===== config.mk =====
export PLATFORM = sky130hd
export DESIGN_NAME = iosw_top
export DESIGN_NICKNAME = d
export VERILOG_FILES = /design/src/core/iosw_pkg.sv /design/src/core/iosw_top.sv
export SDC_FILE = /design/constraint.sdc
export NUM_CORES = 1
export LEC_CHECK = 0
export ABC_AREA = 1
export BUFFER_PORTS_ARGS = -buffer_cell sky130_fd_sc_hd__clkbuf_2
export CAP_MARGIN = 20
export CORE_UTILIZATION = 38
export CTS_CLUSTER_DIAMETER = 120
export DETAILED_ROUTE_END_ITERATION = 12
export PLACE_DENSITY = 0.68
export RECOVER_POWER = 50
export SLEW_MARGIN = 25
export SYNTH_ARGS = -nofsm -noshare
export SYNTH_HDL_FRONTEND = slang
export SYNTH_SLANG_ARGS = --single-unit

===== constraint.sdc =====
create_clock -name ref_clk_i -period 2.4 [get_ports ref_clk_i]
set_clock_uncertainty 0.2 [all_clocks]
set_input_delay 0.24 -clock ref_clk_i [delete_from_list [all_inputs] [get_ports ref_clk_i]]
set_output_delay 0.24 -clock ref_clk_i [all_outputs]
set_load 0.05 [all_outputs]

===== src/core/iosw_pkg.sv =====
// Package for the internal oscillator select switch: register map, field
// layout, reset values, source encodings and timing constants.
// Assumes a 100 MHz register clock and a 32-bit AXI4-Lite register bus.
package iosw_pkg;

  // Register clock and timing
  localparam int unsigned REF_CLK_MHZ    = 100;
  localparam int unsigned STARTUP_NS     = 2000;  // Oscillator start-up wait
  localparam int unsigned STARTUP_CYC    =
    (STARTUP_NS * REF_CLK_MHZ + 999) / 1000;     // Least time, rounded up

  // Register byte addresses
  localparam logic [7:0] OSC_CTRL_ADDR   = 8'h00;
  localparam logic [7:0] OSC_STAT_ADDR   = 8'h04;
  localparam int unsigned ADDR_W         = 8;

  // Control register fields
  localparam int unsigned CTRL_PLL_BIT   = 7;
  localparam int unsigned CTRL_FREQ_LSB  = 3;
  localparam int unsigned CTRL_SCS_LSB   = 0;
  localparam logic [7:0]  CTRL_RESET     = 8'h38;
  localparam logic [7:0]  CTRL_WR_MASK   = 8'hfb;  // Bit 2 reads as zero

  // Field codes
  localparam logic [2:0] FOSC_INT_BLOCK  = 3'h4;
  localparam logic [1:0] SCS_CFG_WORD    = 2'h0;
  localparam logic [1:0] SCS_TIMER_OSC   = 2'h1;
  localparam logic [3:0] FREQ_HF_16M     = 4'hf;
  localparam logic [3:0] FREQ_HF_8M      = 4'he;
  localparam logic [3:0] FREQ_HF_31K     = 4'h3;
  localparam logic [3:0] FREQ_MF_31K     = 4'h2;

  // Bus responses
  localparam logic [1:0] RESP_OKAY       = 2'h0;
  localparam logic [1:0] RESP_SLVERR     = 2'h2;

  // Clock sources the switch can route
  typedef enum logic [2:0] {
    SRC_LF, SRC_MF, SRC_HF, SRC_PLL, SRC_TIMER, SRC_EXT
  } iosw_src_t;

  // Oscillator clock levels sampled on the register clock
  typedef struct packed {
    logic ext;
    logic timer;
    logic pll;
    logic hf;
    logic mf;
    logic lf;
  } iosw_osc_t;

  // Selection: routed source plus frequency code
  typedef struct packed {
    iosw_src_t  src;
    logic [3:0] freq;
  } iosw_sel_t;

endpackage : iosw_pkg


===== src/core/iosw_top.sv =====
// Internal oscillator select switch with an AXI4-Lite register slave.
// Assumes oscillator clock levels arrive synchronous to ref_clk_i and that
// configuration-word settings are stable across reset release.
//
// Design decisions made here: register access over AXI4-Lite and the register addresses.
`timescale 1ns/10ps
`default_nettype none

// Summary of operation
// - Config oscillator field 100 selects the internal oscillator block.
// - System select 00 uses the source chosen by the config word.
// - Frequency code 1110 picks 8 MHz high oscillator, feeding the PLL.
// - PLL is enabled by software bit or by the config PLL bit.
// - Config PLL forces PLL on; with select 00, plain 8 MHz no longer offered.
// - System select 1x never applies the PLL; only 00 allows it.
// - Code 1111 is 16 MHz, 1110 is 8/32 MHz, lower codes lower.
// - Select 1x internal block, 01 timer oscillator, 00 config word.
// - Changing frequency code runs a start-up delay if target was off; PLL counts as on while HF runs.
// - Switch waits for a falling edge of the current clock.
// - Then holds clock low until new clock rises, then switches.
// - Status register reports high, mid and low oscillator activity.
// - Status updates only once the new clock is active.
// - Changing frequency within one source applies no start-up delay.
module iosw_top
  import iosw_pkg::*;
#(
  parameter int unsigned STARTUP_CYCLES = STARTUP_CYC
) (
  // Clock, reset, enable
  input  wire logic              ref_clk_i,
  input  wire logic              sys_rst_i,
  input  wire logic              clk_en_i,
  // Configuration word
  input  wire logic [2:0]        cfg_osc_select_i,
  input  wire logic              cfg_pll_enable_i,
  // Oscillator clock levels
  input  wire iosw_osc_t         osc_level_i,
  // Clock outputs
  output logic                   sys_clk_o,
  output logic                   pll_enable_o,
  // AXI4-Lite write address and data
  input  wire logic              s_axi_awvalid_i,
  output logic                   s_axi_awready_o,
  input  wire logic [ADDR_W-1:0] s_axi_awaddr_i,
  input  wire logic              s_axi_wvalid_i,
  output logic                   s_axi_wready_o,
  input  wire logic [31:0]       s_axi_wdata_i,
  input  wire logic [3:0]        s_axi_wstrb_i,
  // AXI4-Lite write response
  output logic                   s_axi_bvalid_o,
  input  wire logic              s_axi_bready_i,
  output logic [1:0]             s_axi_bresp_o,
  // AXI4-Lite read
  input  wire logic              s_axi_arvalid_i,
  output logic                   s_axi_arready_o,
  input  wire logic [ADDR_W-1:0] s_axi_araddr_i,
  output logic                   s_axi_rvalid_o,
  input  wire logic              s_axi_rready_i,
  output logic [31:0]            s_axi_rdata_o,
  output logic [1:0]             s_axi_rresp_o
);

  // Elaboration check on the start-up count
  if (STARTUP_CYCLES < 1 || STARTUP_CYCLES > 65535) begin : g_chk
    $error("STARTUP_CYCLES must lie in 1..65535");
  end

  typedef enum logic [1:0] {ST_RUN, ST_STARTUP, ST_WAIT_FALL, ST_HOLD_LOW}
    iosw_state_t;

  // Switch state
  iosw_state_t state, next_state;
  iosw_sel_t   active_sel, next_active_sel;
  iosw_sel_t   target_sel;
  logic [15:0] wait_cnt, next_wait_cnt;
  logic [5:0]  osc_status, next_osc_status;
  logic        clk_out, next_clk_out;
  iosw_osc_t   osc_prev;
  logic [2:0]  cfg_osc;
  logic        cfg_pll, cfg_valid;
  logic        pll_on;
  logic        cur_level, new_level, cur_prev, new_prev;

  // Register state
  logic [7:0]  ctrl, next_ctrl;
  logic        aw_full, next_aw_full, w_full, next_w_full;
  logic [7:0]  aw_addr, next_aw_addr;
  logic [31:0] w_data, next_w_data;
  logic [3:0]  w_strb, next_w_strb;
  logic        awready, next_awready, wready, next_wready;
  logic        bvalid, next_bvalid, arready, next_arready;
  logic        rvalid, next_rvalid;
  logic [1:0]  bresp, next_bresp, rresp, next_rresp;
  logic [31:0] rdata, next_rdata;
  logic        pll_out, next_pll_out;

  // Clock level of a source
  function automatic logic level_of(iosw_src_t s, iosw_osc_t o);
    logic l;
    l = 1'b0;
    unique case (s)
      SRC_LF:    l = o.lf;
      SRC_MF:    l = o.mf;
      SRC_HF:    l = o.hf;
      SRC_PLL:   l = o.pll;
      SRC_TIMER: l = o.timer;
      SRC_EXT:   l = o.ext;
      default:   l = 1'b0;
    endcase
    return l;
  endfunction : level_of

  // Frequency code to internal oscillator
  function automatic iosw_src_t freq_src(logic [3:0] f);
    iosw_src_t s;
    s = SRC_LF;
    if (f[3] || f == FREQ_HF_31K) begin
      s = SRC_HF;
    end else if (f[2] || f == FREQ_MF_31K) begin
      s = SRC_MF;
    end
    return s;
  endfunction : freq_src

  // Status bit position of a source
  function automatic logic [5:0] src_bit(iosw_src_t s);
    logic [5:0] b;
    b = 6'h00;
    b[s] = 1'b1;
    if (s == SRC_PLL) begin
      b[SRC_HF] = 1'b1;                             // PLL runs from HF
    end
    return b;
  endfunction : src_bit

  // Configuration word capture, once after reset release
  always_ff @(posedge ref_clk_i or posedge sys_rst_i) begin
    if (sys_rst_i) begin
      cfg_osc   <= 3'h0;
      cfg_pll   <= 1'b0;
      cfg_valid <= 1'b0;
    end else if (clk_en_i && !cfg_valid) begin
      cfg_osc   <= cfg_osc_select_i;
      cfg_pll   <= cfg_pll_enable_i;
      cfg_valid <= 1'b1;
    end
  end

  // Target selection from control and configuration
  always_comb begin
    pll_on     = ctrl[CTRL_PLL_BIT] | cfg_pll;
    target_sel.freq = ctrl[CTRL_FREQ_LSB +: 4];
    target_sel.src  = freq_src(ctrl[CTRL_FREQ_LSB +: 4]);
    if (ctrl[CTRL_SCS_LSB + 1]) begin
      target_sel.src = freq_src(ctrl[CTRL_FREQ_LSB +: 4]);
    end else if (ctrl[CTRL_SCS_LSB +: 2] == SCS_TIMER_OSC) begin
      target_sel.src = SRC_TIMER;
    end else if (cfg_osc != FOSC_INT_BLOCK) begin
      target_sel.src = SRC_EXT;
    end else if (pll_on && target_sel.freq == FREQ_HF_8M) begin
      target_sel.src = SRC_PLL;
    end
    cur_level = level_of(active_sel.src, osc_level_i);
    new_level = level_of(target_sel.src, osc_level_i);
    cur_prev  = level_of(active_sel.src, osc_prev);
    new_prev  = level_of(target_sel.src, osc_prev);
    next_pll_out = pll_on;
  end

  // Switch sequencer: next values
  always_comb begin
    next_state      = state;
    next_active_sel = active_sel;
    next_wait_cnt   = wait_cnt;
    next_osc_status = osc_status;
    next_clk_out    = cur_level;
    unique case (state)
      ST_RUN: begin
        if (cfg_valid && target_sel != active_sel) begin
          if ((src_bit(target_sel.src) & osc_status) == 6'h00) begin
            next_state    = ST_STARTUP;
            next_wait_cnt = 16'(STARTUP_CYCLES - 1);
          end else begin
            next_state    = ST_WAIT_FALL;
          end
        end
      end
      ST_STARTUP: begin
        if (wait_cnt == 16'h0000) begin
          next_state = ST_WAIT_FALL;
        end else begin
          next_wait_cnt = wait_cnt - 16'h0001;
        end
      end
      ST_WAIT_FALL: begin
        if (cur_prev && !cur_level) begin
          next_state   = ST_HOLD_LOW;
          next_clk_out = 1'b0;
        end
      end
      ST_HOLD_LOW: begin
        next_clk_out = 1'b0;
        if (!new_prev && new_level) begin
          next_active_sel = target_sel;
          next_clk_out    = 1'b1;
          next_osc_status = src_bit(target_sel.src);
          next_state      = ST_RUN;
        end
      end
    endcase
  end

  // Switch sequencer: registers
  always_ff @(posedge ref_clk_i or posedge sys_rst_i) begin
    if (sys_rst_i) begin
      state      <= ST_RUN;
      active_sel <= '{src: SRC_MF, freq: CTRL_RESET[CTRL_FREQ_LSB +: 4]};
      wait_cnt   <= 16'h0000;
      osc_status <= 6'h02;
      clk_out    <= 1'b0;
      osc_prev   <= '0;
      pll_out    <= 1'b0;
    end else if (clk_en_i) begin
      state      <= next_state;
      active_sel <= next_active_sel;
      wait_cnt   <= next_wait_cnt;
      osc_status <= next_osc_status;
      clk_out    <= next_clk_out;
      osc_prev   <= osc_level_i;
      pll_out    <= next_pll_out;
    end
  end

  // Register slave: next values
  always_comb begin
    next_ctrl    = ctrl;
    next_aw_full = aw_full | (s_axi_awvalid_i & awready);
    next_w_full  = w_full | (s_axi_wvalid_i & wready);
    next_aw_addr = (s_axi_awvalid_i & awready) ? s_axi_awaddr_i : aw_addr;
    next_w_data  = (s_axi_wvalid_i & wready) ? s_axi_wdata_i : w_data;
    next_w_strb  = (s_axi_wvalid_i & wready) ? s_axi_wstrb_i : w_strb;
    next_bvalid  = bvalid & ~s_axi_bready_i;
    next_bresp   = bresp;
    next_rvalid  = rvalid & ~s_axi_rready_i;
    next_rdata   = rdata;
    next_rresp   = rresp;
    if (aw_full && w_full && !bvalid) begin
      next_aw_full = 1'b0;
      next_w_full  = 1'b0;
      next_bvalid  = 1'b1;
      next_bresp   = RESP_OKAY;
      if (aw_addr[7:2] == OSC_CTRL_ADDR[7:2]) begin
        if (w_strb[0]) begin
          next_ctrl = w_data[7:0] & CTRL_WR_MASK;
        end
      end else if (aw_addr[7:2] != OSC_STAT_ADDR[7:2]) begin
        next_bresp = RESP_SLVERR;
      end
    end
    if (s_axi_arvalid_i && arready) begin
      next_rvalid = 1'b1;
      next_rresp  = RESP_OKAY;
      next_rdata  = 32'h0000_0000;
      if (s_axi_araddr_i[7:2] == OSC_CTRL_ADDR[7:2]) begin
        next_rdata[7:0] = ctrl;
      end else if (s_axi_araddr_i[7:2] == OSC_STAT_ADDR[7:2]) begin
        next_rdata[5:0]  = osc_status;
        next_rdata[6]    = (state != ST_RUN);
        next_rdata[7]    = cfg_pll;
        next_rdata[10:8] = cfg_osc;
      end else begin
        next_rresp = RESP_SLVERR;
      end
    end
    next_awready = ~next_aw_full & ~next_bvalid;
    next_wready  = ~next_w_full & ~next_bvalid;
    next_arready = ~next_rvalid;
  end

  // Register slave: registers
  always_ff @(posedge ref_clk_i or posedge sys_rst_i) begin
    if (sys_rst_i) begin
      ctrl    <= CTRL_RESET;
      aw_full <= 1'b0;
      w_full  <= 1'b0;
      aw_addr <= 8'h00;
      w_data  <= 32'h0000_0000;
      w_strb  <= 4'h0;
      awready <= 1'b0;
      wready  <= 1'b0;
      bvalid  <= 1'b0;
      bresp   <= RESP_OKAY;
      arready <= 1'b0;
      rvalid  <= 1'b0;
      rdata   <= 32'h0000_0000;
      rresp   <= RESP_OKAY;
    end else if (clk_en_i) begin
      ctrl    <= next_ctrl;
      aw_full <= next_aw_full;
      w_full  <= next_w_full;
      aw_addr <= next_aw_addr;
      w_data  <= next_w_data;
      w_strb  <= next_w_strb;
      awready <= next_awready;
      wready  <= next_wready;
      bvalid  <= next_bvalid;
      bresp   <= next_bresp;
      arready <= next_arready;
      rvalid  <= next_rvalid;
      rdata   <= next_rdata;
      rresp   <= next_rresp;
    end
  end

  // Outputs straight from flip-flops
  assign sys_clk_o       = clk_out;
  assign pll_enable_o    = pll_out;
  assign s_axi_awready_o = awready;
  assign s_axi_wready_o  = wready;
  assign s_axi_bvalid_o  = bvalid;
  assign s_axi_bresp_o   = bresp;
  assign s_axi_arready_o = arready;
  assign s_axi_rvalid_o  = rvalid;
  assign s_axi_rdata_o   = rdata;
  assign s_axi_rresp_o   = rresp;

endmodule : iosw_top

`default_nettype wire


==> flow_summary.ini <==
[outcome]
status = finished, final reports clean

[layout]
layout.nets = 781
fin_util_pct = 48.29
final_cell_area_um2 = 5824
drive_above_1_share_pct = 17.16
num_antenna_cells = 0
stdcell_count = 879
area_delta_synth_final_pct = 23.44

[clock_network]
tritoncts = done
htreeDepth = 3
cts_made_buffers = 9
clk_path_buf_depth = 2
cts-root-buf = clkbuf_16
cts_sinks = 85
clkSlewWorstSetupHoldPaths_ns = 0.06
insertion_delay_ns = 0.35

[pwr]
p_int_mw = 3.537
p_sw_share_pct = 42.41
combPwrFrac_pct = 41.3
leakage_nw = 2.918
powerDensity_nw_per_um2 = 1054
peakVddDrop_v = 0.0005869
power.total_mw = 6.141
p_sw_mw = 2.605
p_seq_share_pct = 35.4
p_clk_share_pct = 23.3

[global_route]
grt_pass1_vias = 3954
groute.usage.overall_pct = 18.35
grt_max_degree = 40
grt_antenna_before_repair = 0
grt_pass1_wl_um = 18690
grt_overflow_total = 0

[placement]
port-buffer-count = 57
placed_cell_area_um2 = 5156
gp_congestion = 0.8199
dpl.hpwl_um = 7930
dp_slack_ns = 0.1005
dp_cells = 828

[drt]
viasPerCell = 4.819
met1_length_um = 5216
drt_first_pass_iters = 4
drtAntennaViolNets = 0
met2_length_um = 5172
top_layer_used = met4
vias = 4236
drc = 0
drt_iter0_markers = 230
route.met3.wl_um = 432
drt_wl_total_um = 11030
wire_per_inst_um = 12.54

[die]
core_um2 = 12060
io_pins = 113
dieArea_um2 = 12870
rows = 40
die_h_um = 113.4
dieWidth_um = 113.4
initial_core_util_pct = 39.12

[critical_path]
worst_setup_path_start_kind = flop
cp_data_arrival_time_ns = 2.33
crit_required_ns = 2.49
cp-end-kind = flop
critPathKind = reg -> reg
crit_fanout = 10

[sta]
hold_viol_final = 0
relSlewSlack_pct = 18.43
setup_violations = 0
fin_crit_ns = 2.248
period_share_pct = 93.66
slew_viol_final = 0
fmax_mhz = 444.9
max_slew.worst_pin.slew_ns = 1.217
setup_ws_ns = 0.1521
finalSetupTns_ns = 0
whs_ns = 0.03172

[synthesis]
yosysSeqAreaShare_pct = 45.29
post-synth-top-count-cell = nand2_1
ys_ff_latch = 85
synth_enable_flop_cells = 0
synth_area_leaders = dfrtp_1, nand2_1, inv_1, dfstp_2, nand3_1
syn-mean-instance-area_um2 = 7.760
yosys_most_used_dff = dfrtp_1
synth_top_area_cell = dfrtp_1
ys_warn_count = 0
ys_top_cells_by_count = nand2_1, dfrtp_1, inv_1, nor2_1, nand3_1
synth_cell_types = 43
synth_top_area_share_pct = 40.84
async_flop_share_pct = 100.0
syn_area_um2 = 4718
netlist_instances = 608

[run]
cap_violations = 0

[hold_path]
hold_path.class = in -> reg
layer usage:
metal  global-route usage (%)  vias to the layer above
met1                    23.99                     2007
met3                    3.241                       12
met2                    29.41                      100
met5                        0                        -
met4                    9.298                        0
li1                         -                     2117
final cells by class:
type / count / area [µm²]
multi-input combinational: 435 / 2188
fill: 1148 / 6237
clock inverter: 6 / 70.07
sequential: 85 / 2137
inverter: 71 / 271.5
tap: 168 / 210.2
timing repair buffer: 104 / 708.2
clock buffer: 10 / 239.0
registers in the layout (all words and copies together), names as in the netlist:
signal	count
s_axi_awready_o	1
aw_full	1
aw_addr	6
s_axi_rvalid_o	1
state	2
w_data	7
ctrl	7
pll_enable_o	1
wait_cnt	16
w_strb	1
cfg_valid	1
s_axi_arready_o	1
s_axi_wready_o	1
active_sel	7
s_axi_rdata_o	11
osc_status	6
cfg_osc	3
cfg_pll	1
s_axi_rresp_o	1
sys_clk_o	1
osc_prev	6
w_full	1
s_axi_bresp_o	1
s_axi_bvalid_o	1
what timing repair did:
item | CTS | global route
endpoints found under the setup margin | 0 | 38
buffers inserted | 0 | 9
resized for setup | 0 | 11
hold buffers | 26 | 0
endpoints found under the hold margin | 49 | 0
power by group through the flow:
stage                     sequential (mW)  combinational [mW]  clock, mW
after floorplan                      2.28                1.71          0
after CTS                            2.17                2.42       1.46
final                                2.18                2.54       1.43
after detailed placement             2.19                2.38          0
after global placement               2.17                2.30          0
after global routing                 2.22                2.87       1.51
critical path: stages, from the launching register on:
cell	delay, ns
dfstp_2	0.57
inv_2	0.05
nand2_1	0.07
nand2_1	0.06
nand2_1	0.10
nand3_4	0.14
nand2_8	0.12
nand3_1	0.10
o21ai_2	0.09
inv_1	0.05
nand2_1	0.06
nand2_1	0.09
nor2_4	0.18
buf_4	0.15
nand3_1	0.07
nand2_1	0.08
kinds of logic after synthesis:
| logic type | Yosys count | synth area share (%) |
|---|---|---|
| fa+ha+maj | 5 | 1.326 |
| compound gates | 60 | 7.292 |
| other cells | 1 | 0.07948 |
| mux | 3 | 0.7159 |
| simple gates | 332 | 31.93 |
| flops | 85 | 45.29 |
| buf+inv | 110 | 11.14 |
| xor+xnor | 12 | 2.228 |
layout by cell type (no fill, tap or decap), drive strengths merged, types with 2 or more instances in the layout:
cell type	netlist	layout
clkinv	3	6
dfrtp	77	77
a22oi	4	4
or2	2	2
nand4	29	29
inv	68	68
ha	5	5
dfstp	8	8
nor4	2	2
clkinvlp	0	2
nand2	187	187
o21ai	36	36
o22ai	2	2
nor3	12	12
conb	1	23
clkbuf	8	68
nand3	44	44
o211ai	2	2
a32o	2	2
nor2	52	52
xor2	6	6
buf	31	20
mux2	3	3
a21oi	11	11
dlygate4sd3	0	26
or3	2	2
xnor2	6	6
path summary, 6_finish.rpt:
path                       startpoint               end  slack, ns  depth (start not counted)
hold reg to reg            aw_addr[6]        aw_addr[6]       0.26                          2
min in group asynchronous   sys_rst_i     active_sel[6]       0.48                          3
setup reg to reg              ctrl[3]     osc_status[5]       0.15                         15
setup / recovery              ctrl[3]     osc_status[5]       0.15                         15
max in group asynchronous   sys_rst_i        aw_addr[7]       0.61                          5
hold / removal               clk_en_i  s_axi_bresp_o[1]       0.03                          3
No activity file was read; power rests on OpenSTA's default activity.
